[src/hw/ecr_pkg.sv]
/*
  Shared constants and types of the expander connection routing block.
  Assumes nothing of its surroundings beyond a SystemVerilog compiler.
*/
package ecr_pkg;

  // ----------------------------------------------------------------
  // Widths and defaults
  // ----------------------------------------------------------------
  localparam int ADDR_W = 64;
  localparam int RATE_W = 4;
  localparam int NUM_PHYS_DEF = 8;
  localparam int NUM_ENTRIES_DEF = 16;
  localparam int PORT_W_DEF = 4;
  localparam logic TBL_CONFIGURABLE = 1'b1;

  // ----------------------------------------------------------------
  // Link rate codes that count as operating
  // ----------------------------------------------------------------
  localparam logic [3:0] RATE_G1 = 4'h8;
  localparam logic [3:0] RATE_G2 = 4'h9;

  // ----------------------------------------------------------------
  // Encodings
  // ----------------------------------------------------------------
  typedef enum logic [1:0] {
    ATTR_DIRECT = 2'h0,
    ATTR_SUBTR = 2'h1,
    ATTR_TABLE = 2'h2
  } ecr_attr_t;

  typedef enum logic [1:0] {
    METH_DIRECT = 2'h0,
    METH_SUBTR = 2'h1,
    METH_TABLE = 2'h2,
    METH_NONE = 2'h3
  } ecr_meth_t;

  typedef enum logic [2:0] {
    ST_IDLE = 3'b001,
    ST_DECIDE = 3'b010,
    ST_ANSWER = 3'b100
  } ecr_state_t;

endpackage

[src/hw/ecr_route_table.sv]
/*
  Expander route table: entries of destination address and phy index,
  a management read/write port and a per-phy lookup hit vector.
  Assumes one clock and an asynchronous active-low reset.
*/
`timescale 1ns/1ps
module ecr_route_table import ecr_pkg::*; #(
  parameter int NUM_ENTRIES = NUM_ENTRIES_DEF,
  parameter int NUM_PHYS = NUM_PHYS_DEF,
  parameter int IW = $clog2(NUM_ENTRIES),
  parameter int PW = $clog2(NUM_PHYS)
) (
  // Clock and reset
  input wire logic clk_i,
  input wire logic arst_n_i,
  // Management access
  input wire logic mgmt_valid_i,
  input wire logic mgmt_write_i,
  input wire logic [IW-1:0] mgmt_index_i,
  input wire logic [ADDR_W-1:0] mgmt_addr_i,
  input wire logic [PW-1:0] mgmt_phy_i,
  input wire logic mgmt_disable_i,
  output logic mgmt_ack_o,
  output logic [ADDR_W-1:0] mgmt_rd_addr_o,
  output logic [PW-1:0] mgmt_rd_phy_o,
  output logic mgmt_rd_disable_o,
  // Lookup
  input wire logic [ADDR_W-1:0] lookup_addr_i,
  output logic [NUM_PHYS-1:0] lookup_hit_o
);

  typedef struct packed {
    logic [NUM_ENTRIES-1:0][ADDR_W-1:0] addr;
    logic [NUM_ENTRIES-1:0][PW-1:0] phy;
    logic [NUM_ENTRIES-1:0] en;
    logic ack;
    logic [ADDR_W-1:0] rd_addr;
    logic [PW-1:0] rd_phy;
    logic rd_dis;
  } ecr_rt_state_t;

  ecr_rt_state_t s_q;
  ecr_rt_state_t s_d;

  // ----------------------------------------------------------------
  // Management access
  // ----------------------------------------------------------------
  always_comb begin
    s_d = s_q;
    s_d.ack = 1'b0;
    if (mgmt_valid_i) begin
      s_d.ack = 1'b1;
      if (mgmt_write_i) begin
        s_d.addr[mgmt_index_i] = mgmt_addr_i;
        s_d.phy[mgmt_index_i] = mgmt_phy_i;
        s_d.en[mgmt_index_i] = ~mgmt_disable_i;
      end else begin
        s_d.rd_addr = s_q.addr[mgmt_index_i];
        s_d.rd_phy = s_q.phy[mgmt_index_i];
        s_d.rd_dis = ~s_q.en[mgmt_index_i];
      end
    end
  end

  // All entries leave reset disabled
  always_ff @(posedge clk_i or negedge arst_n_i) begin
    if (!arst_n_i) begin
      s_q <= '0;
    end else begin
      s_q <= s_d;
    end
  end

  // ----------------------------------------------------------------
  // Lookup
  // ----------------------------------------------------------------
  always_comb begin
    lookup_hit_o = '0;
    for (int e = 0; e < NUM_ENTRIES; e++) begin
      // Disabled entries never hit
      if (s_q.en[e] && (s_q.addr[e] == lookup_addr_i)) begin
        lookup_hit_o[s_q.phy[e]] = 1'b1;
      end
    end
  end

  assign mgmt_ack_o = s_q.ack;
  assign mgmt_rd_addr_o = s_q.rd_addr;
  assign mgmt_rd_phy_o = s_q.rd_phy;
  assign mgmt_rd_disable_o = s_q.rd_dis;

endmodule

[src/hw/ecr_router.sv]
/*
  Routing decision of the expander connection manager: picks a
  destination phy for each connection request or rejects it.
  Assumes per-phy status inputs steady while a request is decided.
*/
`timescale 1ns/1ps
module ecr_router import ecr_pkg::*; #(
  parameter int NUM_PHYS = NUM_PHYS_DEF,
  parameter int NUM_ENTRIES = NUM_ENTRIES_DEF,
  parameter int PORT_W = PORT_W_DEF,
  parameter int PW = $clog2(NUM_PHYS),
  parameter int IW = $clog2(NUM_ENTRIES)
) (
  // Clock and reset
  input wire logic clk_i,
  input wire logic arst_n_i,
  // Per-phy status, phy i at slice i
  input wire logic [NUM_PHYS*2-1:0] phy_attr_i,
  input wire logic [NUM_PHYS*ADDR_W-1:0] phy_attached_addr_i,
  input wire logic [NUM_PHYS-1:0] phy_attached_exp_i,
  input wire logic [NUM_PHYS*PORT_W-1:0] phy_port_i,
  input wire logic [NUM_PHYS-1:0] phy_enabled_i,
  input wire logic [NUM_PHYS*RATE_W-1:0] phy_rate_i,
  input wire logic is_fanout_i,
  // Connection request
  input wire logic req_valid_i,
  input wire logic [PW-1:0] req_src_phy_i,
  input wire logic [ADDR_W-1:0] req_dest_addr_i,
  output logic req_ready_o,
  // Routing answer
  output logic resp_valid_o,
  output logic resp_reject_o,
  output logic [PW-1:0] resp_phy_o,
  output logic [1:0] resp_method_o,
  // Configuration checks
  output logic cfg_error_o,
  output logic sub_mismatch_o,
  // General report
  output logic [15:0] tbl_entries_o,
  output logic tbl_configurable_o,
  // Route table management
  input wire logic mgmt_valid_i,
  input wire logic mgmt_write_i,
  input wire logic [IW-1:0] mgmt_index_i,
  input wire logic [ADDR_W-1:0] mgmt_addr_i,
  input wire logic [PW-1:0] mgmt_phy_i,
  input wire logic mgmt_disable_i,
  output logic mgmt_ack_o,
  output logic [ADDR_W-1:0] mgmt_rd_addr_o,
  output logic [PW-1:0] mgmt_rd_phy_o,
  output logic mgmt_rd_disable_o
);

  typedef struct packed {
    ecr_state_t st;
    logic [PW-1:0] src;
    logic [PORT_W-1:0] src_port;
    logic [ADDR_W-1:0] dest;
    logic rej;
    logic [PW-1:0] phy;
    ecr_meth_t meth;
    logic cfg_err;
    logic mismatch;
  } ecr_main_t;

  localparam ecr_main_t S_RST = '{st: ST_IDLE, meth: METH_NONE, default: '0};

  ecr_main_t s_q;
  ecr_main_t s_d;

  logic [NUM_PHYS-1:0] tbl_hit;
  logic [NUM_PHYS-1:0] elig;
  logic [NUM_PHYS-1:0] other;
  logic [NUM_PHYS-1:0] dir_raw;
  logic [NUM_PHYS-1:0] tbl_raw;
  logic [NUM_PHYS-1:0] sub_raw;
  logic [NUM_PHYS-1:0] dir_ok;
  logic [NUM_PHYS-1:0] tbl_ok;
  logic [NUM_PHYS-1:0] sub_ok;
  logic [NUM_PHYS-1:0] sub_attr;
  logic cfg_err_now;
  logic mismatch_now;
  logic [PW-1:0] dir_pick;
  logic [PW-1:0] tbl_pick;
  logic [PW-1:0] sub_pick;
  logic pick_elig;
  logic pick_other;

  // ----------------------------------------------------------------
  // Helpers
  // ----------------------------------------------------------------
  function automatic logic [PW-1:0] first_idx(input logic [NUM_PHYS-1:0] m);
    logic [PW-1:0] r;
    r = '0;
    for (int k = NUM_PHYS - 1; k >= 0; k--) begin
      if (m[k]) begin
        r = PW'(k);
      end
    end
    return r;
  endfunction

  function automatic logic rate_ok(input logic [RATE_W-1:0] r);
    return (r == RATE_G1) || (r == RATE_G2);
  endfunction

  function automatic logic [1:0] attr_of(input int i);
    return phy_attr_i[i*2 +: 2];
  endfunction

  // ----------------------------------------------------------------
  // Route table
  // ----------------------------------------------------------------
  ecr_route_table #(
    .NUM_ENTRIES(NUM_ENTRIES),
    .NUM_PHYS(NUM_PHYS),
    .IW(IW),
    .PW(PW)
  ) u_table (
    .clk_i(clk_i),
    .arst_n_i(arst_n_i),
    .mgmt_valid_i(mgmt_valid_i),
    .mgmt_write_i(mgmt_write_i),
    .mgmt_index_i(mgmt_index_i),
    .mgmt_addr_i(mgmt_addr_i),
    .mgmt_phy_i(mgmt_phy_i),
    .mgmt_disable_i(mgmt_disable_i),
    .mgmt_ack_o(mgmt_ack_o),
    .mgmt_rd_addr_o(mgmt_rd_addr_o),
    .mgmt_rd_phy_o(mgmt_rd_phy_o),
    .mgmt_rd_disable_o(mgmt_rd_disable_o),
    .lookup_addr_i(s_q.dest),
    .lookup_hit_o(tbl_hit)
  );

  assign tbl_entries_o = 16'(NUM_ENTRIES);
  assign tbl_configurable_o = TBL_CONFIGURABLE;

  // ----------------------------------------------------------------
  // Candidate masks per priority level
  // ----------------------------------------------------------------
  always_comb begin
    for (int i = 0; i < NUM_PHYS; i++) begin
      elig[i] = phy_enabled_i[i] && rate_ok(phy_rate_i[i*RATE_W +: RATE_W]);
      other[i] = phy_port_i[i*PORT_W +: PORT_W] != s_q.src_port;
      // Direct, table and subtractive-to-end phys route on attached address
      dir_raw[i] = elig[i]
        && (phy_attached_addr_i[i*ADDR_W +: ADDR_W] == s_q.dest)
        && ((attr_of(i) == ATTR_DIRECT)
          || (attr_of(i) == ATTR_TABLE)
          || ((attr_of(i) == ATTR_SUBTR) && !phy_attached_exp_i[i]));
      tbl_raw[i] = elig[i] && (attr_of(i) == ATTR_TABLE)
        && phy_attached_exp_i[i] && tbl_hit[i];
      sub_raw[i] = elig[i] && (attr_of(i) == ATTR_SUBTR)
        && phy_attached_exp_i[i];
      sub_attr[i] = attr_of(i) == ATTR_SUBTR;
    end
    dir_ok = dir_raw & other;
    tbl_ok = tbl_raw & other;
    sub_ok = sub_raw & other;
  end

  // Lowest phy index wins within a level
  assign dir_pick = first_idx(dir_ok);
  assign tbl_pick = first_idx(tbl_ok);
  assign sub_pick = first_idx(sub_ok);

  // Chosen phy as seen in the deciding cycle
  assign pick_elig = elig[s_d.phy];
  assign pick_other = other[s_d.phy];

  // ----------------------------------------------------------------
  // Configuration checks
  // ----------------------------------------------------------------
  always_comb begin
    logic [PW-1:0] f;
    f = first_idx(sub_attr);
    cfg_err_now = is_fanout_i && (|sub_attr);
    mismatch_now = 1'b0;
    for (int i = 0; i < NUM_PHYS; i++) begin
      // Subtractive phys spread over more than one port
      if (sub_attr[i]
          && (phy_port_i[i*PORT_W +: PORT_W] != phy_port_i[f*PORT_W +: PORT_W])) begin
        cfg_err_now = 1'b1;
      end
      if (sub_attr[i] && phy_attached_exp_i[i] && sub_attr[f] && phy_attached_exp_i[f]
          && (phy_attached_addr_i[i*ADDR_W +: ADDR_W]
            != phy_attached_addr_i[f*ADDR_W +: ADDR_W])) begin
        mismatch_now = 1'b1;
      end
    end
  end

  // ----------------------------------------------------------------
  // Decision sequence
  // ----------------------------------------------------------------
  always_comb begin
    s_d = s_q;
    s_d.cfg_err = cfg_err_now;
    s_d.mismatch = mismatch_now;
    case (s_q.st)
      ST_IDLE: begin
        if (req_valid_i) begin
          s_d.src = req_src_phy_i;
          s_d.src_port = phy_port_i[req_src_phy_i*PORT_W +: PORT_W];
          s_d.dest = req_dest_addr_i;
          s_d.st = ST_DECIDE;
        end
      end
      ST_DECIDE: begin
        s_d.rej = 1'b0;
        s_d.phy = '0;
        s_d.meth = METH_NONE;
        s_d.st = ST_ANSWER;
        if (|dir_raw) begin
          s_d.rej = ~|dir_ok;
          s_d.phy = dir_pick;
          s_d.meth = (|dir_ok) ? METH_DIRECT : METH_NONE;
        end else if (|tbl_raw) begin
          s_d.rej = ~|tbl_ok;
          s_d.phy = tbl_pick;
          s_d.meth = (|tbl_ok) ? METH_TABLE : METH_NONE;
        end else if (|sub_raw) begin
          s_d.rej = ~|sub_ok;
          s_d.phy = sub_pick;
          s_d.meth = (|sub_ok) ? METH_SUBTR : METH_NONE;
        end else begin
          s_d.rej = 1'b1;
        end
      end
      ST_ANSWER: begin
        s_d.st = ST_IDLE;
      end
      default: begin
        s_d.st = ST_IDLE;
      end
    endcase
  end

  always_ff @(posedge clk_i or negedge arst_n_i) begin
    if (!arst_n_i) begin
      s_q <= S_RST;
    end else begin
      s_q <= s_d;
    end
  end

  // ----------------------------------------------------------------
  // Outputs
  // ----------------------------------------------------------------
  assign req_ready_o = s_q.st == ST_IDLE;
  assign resp_valid_o = s_q.st == ST_ANSWER;
  assign resp_reject_o = s_q.rej;
  assign resp_phy_o = s_q.phy;
  assign resp_method_o = s_q.meth;
  assign cfg_error_o = s_q.cfg_err;
  assign sub_mismatch_o = s_q.mismatch;
endmodule

[config.mk]
export PLATFORM = sky130hd
export DESIGN_NAME = ecr_router
export DESIGN_NICKNAME = d
export VERILOG_FILES = /design/src/hw/ecr_pkg.sv /design/src/hw/ecr_route_table.sv /design/src/hw/ecr_router.sv
export SDC_FILE = /design/constraint.sdc
export NUM_CORES = 2
export LEC_CHECK = 0
export BUFFER_PORTS_ARGS = -buffer_cell sky130_fd_sc_hd__buf_2
export CAP_MARGIN = 20
export CORE_MARGIN = 3
export CORE_UTILIZATION = 30
export CTS_CLUSTER_SIZE = 24
export DETAILED_ROUTE_END_ITERATION = 10
export HOLD_SLACK_MARGIN = 0.1
export PLACE_DENSITY = 0.54
export SLEW_MARGIN = 20
export SYNTH_ARGS = -nofsm -noshare
export SYNTH_HDL_FRONTEND = slang
export SYNTH_HIERARCHICAL = 1
export SYNTH_SLANG_ARGS = --single-unit
[constraint.sdc]
create_clock -name clk_i -period 7.3 [get_ports clk_i]
set_clock_uncertainty 0.1 [all_clocks]
set_input_delay 1.095 -clock clk_i [delete_from_list [all_inputs] [get_ports clk_i]]
set_output_delay 1.095 -clock clk_i [all_outputs]
set_load 0.005 [all_outputs]
==> Yosys cells after proc, flatten, opt, wreduce, memory -nomap -nowiden <==
Index checks and enable logic that the tools add are counted.
{ "word_totals": {"register_bits": 1239, "in_bits": 753, "out_inout_bits": 96, "word_cells": 514} }
{ "op_classes": {"magnitude_cmp": 35, "eq_ne": 84, "shift": 3, "n_mux": 126, "n_bitwise": 21, "n_reduce_logical": 199} }
{ "ops": {"columns": ["op", "count"], "rows": [
  ["$eq 64x64->1", 24],
  ["$bwmux 1024", 1],
  ["$ne 64x64->1", 8],
  ["$shiftx 512x10->64", 1],
  ["$bmux 64 s4", 1],
  ["$demux 64 s4", 1],
  ["$logic_and 1x1->1", 146],
  ["$mux 64", 2],
  ["$mux 8", 16],
  ["$or 8x8->8", 15],
  ["$mux 3", 34],
  ["$mux 74", 1],
  ["$mux 69", 1],
  ["$lt 3x4->1 const B", 17],
  ["$mux 68", 1],
  ["$eq 4x4->1 const B", 16],
  ["$ne 4x4->1", 16],
  ["$shiftx 32x6->4", 2],
  ["$reduce_or 8->1", 7],
  ["$bwmux 48", 1],
  ["$demux 1 s3", 16],
  ["$ge 3x1->1 const B", 16],
  ["$mux 1", 38],
  ["$and 8x8->8", 3],
  ["other kinds (23)", 84]
]} }

==> Logic depth before layout (Yosys ltp) <==
{ "logic_depth": {"ltp_word": 47, "mapped_depth": 20, "ltp_nobuf": 18} }

==> Modules after synthesis <==
Netlist, hierarchy kept.
{ "by_module_without_submodules": {"columns": ["module", "instances", "cells_each", "area_per_inst_um2", "seq_area_each_um2"], "rows": [
  ["ecr_route_table", 1, 5166, 66107.2, 28952.8],
  ["ecr_router", 1, 2438, 20763.7, 1980.6]
]} }

==> Least setup slack after synthesis <==
OpenSTA, ideal clock, no wires.
{ "synth_path": {"kind": "input -> register", "from": "input port phy_attr_i[1]", "to": "register s_q (netlist bit sub_mismatch_o)", "setup_time_ns": 0.136, "arrival_ns": 3.873, "required_ns": 7.064, "setup_slack_ns": 3.191, "path_stages": 13, "path_buffers": 2, "cell_sequence": "and2b_4 > nor4_4 > buf_4 > buf_2 > nand2_1 > o22ai_2 > xor2_1 > nor4_1 > nand4_1 > nor4_1 > nand4_1 > a41oi_1 > nand4_1"} }
{ "synth_via": {"elab_chain_cells": 15, "elab_cells_between_ends": 48, "classes_between": "eq/ne (9); shift (1); mux (13); reduce/logical (25)"} }
{ "synth_rtl": {"columns": ["element", "line", "rtl"], "rows": [
  ["from (decl)", "ecr_router.sv:18", "input wire logic [NUM_PHYS*2-1:0] phy_attr_i,"],
  ["$eq 2x1->1 *", "ecr_router.sv:156", "sub_attr[i] = attr_of(i) == ATTR_SUBTR;"],
  ["parallel branches: the longest is 13 deep, another holds $shiftx 512x10->64", null, null],
  ["$mux 1 *", "ecr_router.sv:186", "if (sub_attr[i] && phy_attached_exp_i[i] && sub_attr[f] && phy_attached_exp_i[f]"],
  ["via mismatch_now", "ecr_router.sv:82", "logic mismatch_now;"],
  ["to (signal assigned)", "ecr_router.sv:242", "s_q <= S_RST;"],
  ["to (signal assigned)", "ecr_router.sv:244", "s_q <= s_d;"],
  ["to (decl)", "ecr_router.sv:68", "ecr_main_t s_q;"]
]} }
Mark *: on every way through the listed nets, which the timed path passes. The select of a mux whose other input is x is not followed.
A chain may end at the register's enable or synchronous reset.

==> qor.txt <==
========================================================================================================
Width of the chip                                                                                 544 um
Detail-routed net length per standard cell                                                       62.2 um
Number of port buffers                                                                               823
Post-Syn Area per Cell                                                                          11.4 um2
Unrepaired setup endpoints after global routing                                                       no
Post-CTS clock slew at the launch and capture registers of the worst setup and hold paths        0.06 ns
Arrival time at the worst endpoint                                                               7.43 ns
Maximum number of buffers from clock root to sink                                                      4
TritonCTS Buffers                                                                                    151
DRC Markers                                                                                            0
DIE HEIGHT                                                                                        544 um
Destination of the worst register-to-register timing path                                   resp_phy_o[2]
Maximum clock frequency                                                                          147 MHz
Total area of multi-input combinational cells                                                 0.0527 mm2
Final Cell Area                                                                                0.103 mm2
Tightest Pin Transition                                                                          1.78 ns
Number of library cell types mapped by synthesis                                                      93
WP data required                                                                                 7.91 ns
Startpoint of the most critical setup path                                                       s_q[47]
Power density over the cells                                                                  420 mW/mm2
Post-synth top area cell                                                                    sky130_fd_sc_hd__dfrtp_1
Maximum vdd drop                                                                              0.000243 V
Sequential share of the synthesized area                                                           35.6%
Number of maximum-capacitance violations                                                               1
Placed cell areas                                                                             0.0977 mm2
Initial standard-cell utilization of the core                                                      30.3%
Crit path setup slack, layout                                                                   0.478 ns
Placer's final routability congestion estimate                                                      1.14
Area of all sequential standard cells                                                         0.0310 mm2
Vias after detailed routing                                                                       82,400
CP Class                                                                                      reg -> reg
Via density                                                                                         6.63
Cells on worst reg2reg path                                                                           21
Most frequent cells in the layout                                                           sky130_fd_sc_hd__dfrtp_1 (1,171), sky130_fd_sc_hd__mux2_2 (1,122), sky130_fd_sc_hd__xnor2_1 (1,121)
Peak fanout along the critical path                                                                    9
Run status                                                                                  complete, but fails checks
Wire length of the first global-routing pass                                                      950 mm
Type of origin of the critical path                                                             register
Pin count of the biggest net entering global routing                                                 147
Worst-case register-to-register setup slack                                                      0.48 ns
Post-detail-place hpwl                                                                            623 mm
Total negative slack for setup checks                                                               0 ns
Final count of hold timing violations                                                                  0
Cell Rows                                                                                            196
Most frequent standard cell in the layout excluding fill and tap cells                      sky130_fd_sc_hd__dfrtp_1
Area delta synth->final                                                                            18.6%
Total setup buffers inserted after CTS                                                                 0
Final ANT Viol Nets                                                                                    0
Hold crit path type                                                                          in -> async
Cell area after synthesis                                                                     0.0869 mm2
Ys async rst share                                                                                  100%
Tightest slew margin relative to the limit                                                        -19.2%
Kind of end point of the critical path                                                          register
Cts repair resizes                                                                                     0
Die footprint                                                                                  0.296 mm2
Number of design-rule violations left by the first detailed-router iteration                      12,800
Synth warnings                                                                                         6
Number of flops mapped to enable cells by yosys                                                        0
Clock tree sinks                                                                                   1,236
Placeable core area                                                                            0.287 mm2
Global router's overall resource usage                                                             50.8%
Clock latency reported for the late side of the worst-skew pair                                  0.87 ns
GRT Residual Overflow                                                                                  0
Worst-case setup slack after placement                                                          0.791 ns
Fin crit period                                                                                  6.82 ns
Area contributors post-synth                                                                sky130_fd_sc_hd__dfrtp_1 (36%), sky130_fd_sc_hd__mux2_2 (15%), sky130_fd_sc_hd__xnor2_1 (12%)
Final-stage net count                                                                              9,223
Synth Register Bits                                                                                1,236
Detailed-routing iteration count for the pre-antenna-repair pass                                       6
Count of final max-slew check failures                                                                 2
Share of the clock period used by the worst path after layout                                      93.5%
Syn Inst Count                                                                                     7,604
Share of Yosys cell area claimed by the top area cell type                                         35.5%
Fraction of final layout cells sized beyond drive strength 1                                       39.5%
Via count of the first global-routing pass                                                        78,100
Hold-fix buffer count after cts                                                                        0
Most used DFF post-synth                                                                    sky130_fd_sc_hd__dfrtp_1
Violated checks                                                                             max-capacitance violations, max-slew violations
Number of antenna violations at the first check in global routing                                    129
Routed WL                                                                                         773 mm
I/O pin cnt                                                                                          849
Worst r2r src                                                                                    s_q[47]
H-tree depth reported by CTS                                                                           4
CTS root buffer                                                                             sky130_fd_sc_hd__clkbuf_16
Layout fillers                                                                                    28,700
Leakage component of the power                                                                 0.0411 uW
Final setup violating endpoints                                                                        0
CTS tree                                                                                           built
========================================================================================================
-- synth_stat cells, types with 13 or more instances --
cell / n
sky130_fd_sc_hd__a22oi_1: 13
sky130_fd_sc_hd__o22ai_1: 53
sky130_fd_sc_hd__nand2_1: 193
sky130_fd_sc_hd__nor2_1: 96
sky130_fd_sc_hd__o21ai_0: 67
sky130_fd_sc_hd__o22ai_2: 50
sky130_fd_sc_hd__mux2_1: 46
sky130_fd_sc_hd__buf_4: 115
sky130_fd_sc_hd__a222oi_1: 13
sky130_fd_sc_hd__xor2_1: 591
sky130_fd_sc_hd__nor2b_1: 38
sky130_fd_sc_hd__clkbuf_1: 223
sky130_fd_sc_hd__mux2i_1: 65
sky130_fd_sc_hd__nor4_1: 292
sky130_fd_sc_hd__a211oi_1: 15
sky130_fd_sc_hd__nor3b_1: 22
sky130_fd_sc_hd__dfrtp_1: 1233
sky130_fd_sc_hd__o2bb2ai_1: 23
sky130_fd_sc_hd__buf_6: 27
sky130_fd_sc_hd__nand3b_1: 17
sky130_fd_sc_hd__xnor2_1: 1150
sky130_fd_sc_hd__mux2_2: 1122
sky130_fd_sc_hd__a22o_1: 116
sky130_fd_sc_hd__nor3_1: 141
sky130_fd_sc_hd__nand4b_1: 39
sky130_fd_sc_hd__buf_1: 76
sky130_fd_sc_hd__nand2b_1: 206
sky130_fd_sc_hd__nand4_1: 354
sky130_fd_sc_hd__a221oi_1: 65
sky130_fd_sc_hd__o2111ai_1: 69
sky130_fd_sc_hd__inv_1: 101
sky130_fd_sc_hd__buf_2: 256
sky130_fd_sc_hd__mux4_2: 349
sky130_fd_sc_hd__a21oi_1: 56
sky130_fd_sc_hd__nand3_1: 74
sky130_fd_sc_hd__a221oi_2: 51
-- stage by stage --
stage	hold WS [ns]	power, uW	std cells	util [%]
after floorplan	0.360	19800	7619	-
after global placement	0.385	34000	12100	34.1
after detailed placement	0.390	34000	12100	34.1
after CTS	0.108	41600	12300	35.7
after global routing	0.113	42800	12400	35.9
final	0.0410	43300	12400	35.9
-- cell families after synthesis --
kind of cell,synth area share (%)
compound gates,6.86
mux,24.9
simple gates,10.4
xor+xnor,17.6
other cells,0.00865
buf+inv,4.61
flops,35.6
-- cell type report --
cell class	instances	share of cell area, %
diodes	95	0.231
clock buffers	219	4.24
clock inverters	37	0.366
inverters	112	0.418
multi-input cells	5574	51.2
flip-flops and latches	1236	30.1
well taps	3762	4.57
repair buffers	1395	8.86
-- critical path: stages, from the launching register on --
cell	delay, ns
sky130_fd_sc_hd__dfrtp_2	0.68
sky130_fd_sc_hd__buf_4	0.30
sky130_fd_sc_hd__xnor2_1	0.87
sky130_fd_sc_hd__nand3_1	0.66
sky130_fd_sc_hd__nor3_1	0.89
sky130_fd_sc_hd__nand4_1	0.23
sky130_fd_sc_hd__buf_4	0.26
sky130_fd_sc_hd__nor4_1	0.66
sky130_fd_sc_hd__nor4_1	0.13
sky130_fd_sc_hd__nand4_1	0.36
sky130_fd_sc_hd__buf_12	0.17
sky130_fd_sc_hd__nand2_1	0.05
sky130_fd_sc_hd__nor3_1	0.14
sky130_fd_sc_hd__buf_4	0.18
sky130_fd_sc_hd__nor3_1	0.06
sky130_fd_sc_hd__nand3_1	0.12
sky130_fd_sc_hd__a41o_1	0.20
sky130_fd_sc_hd__nor4_1	0.09
sky130_fd_sc_hd__a21oi_1	0.13
sky130_fd_sc_hd__nor2_1	0.06
sky130_fd_sc_hd__a21oi_1	0.15
sky130_fd_sc_hd__a21oi_1	0.09
-- worst max path at each step --
stage | end | slack, ns
CTS | resp_phy_o[2] | 0.98
floorplan | sub_mismatch_o | 3.19
detailed placement | sub_mismatch_o | 0.79
finish | resp_phy_o[2] | 0.48
global route | resp_phy_o[2] | 0.62
global placement | sub_mismatch_o | 0.74
-- power by group --
| group | internal [uW] | switching (uW) |
|---|---|---|
| clock network | 4320 | 3310 |
| logic | 7160 | 15900 |
| registers | 8370 | 4270 |
-- registers in the layout, summed over array words and instances, names as in the netlist --
| register | count |
|---|---|
| resp_phy_o | 3 |
| s_q | 71 |
| u_table/mgmt_rd_addr_o | 64 |
| resp_method_o | 2 |
| cfg_error_o | 1 |
| sub_mismatch_o | 1 |
| u_table/mgmt_rd_disable_o | 1 |
| u_table/mgmt_ack_o | 1 |
| u_table/s_q | 1088 |
| resp_reject_o | 1 |
| u_table/mgmt_rd_phy_o | 3 |
-- per-layer routing --
metal,global-route usage [%],share of wire [%],vias to the layer above
met3,14.1,9.2,2295
met1,56.0,34,43400
li1,-,-,29800
met4,58.2,14,16
met5,0,0.014,-
met2,74.0,42,6898
No activity file was read; power rests on OpenSTA's default activity.
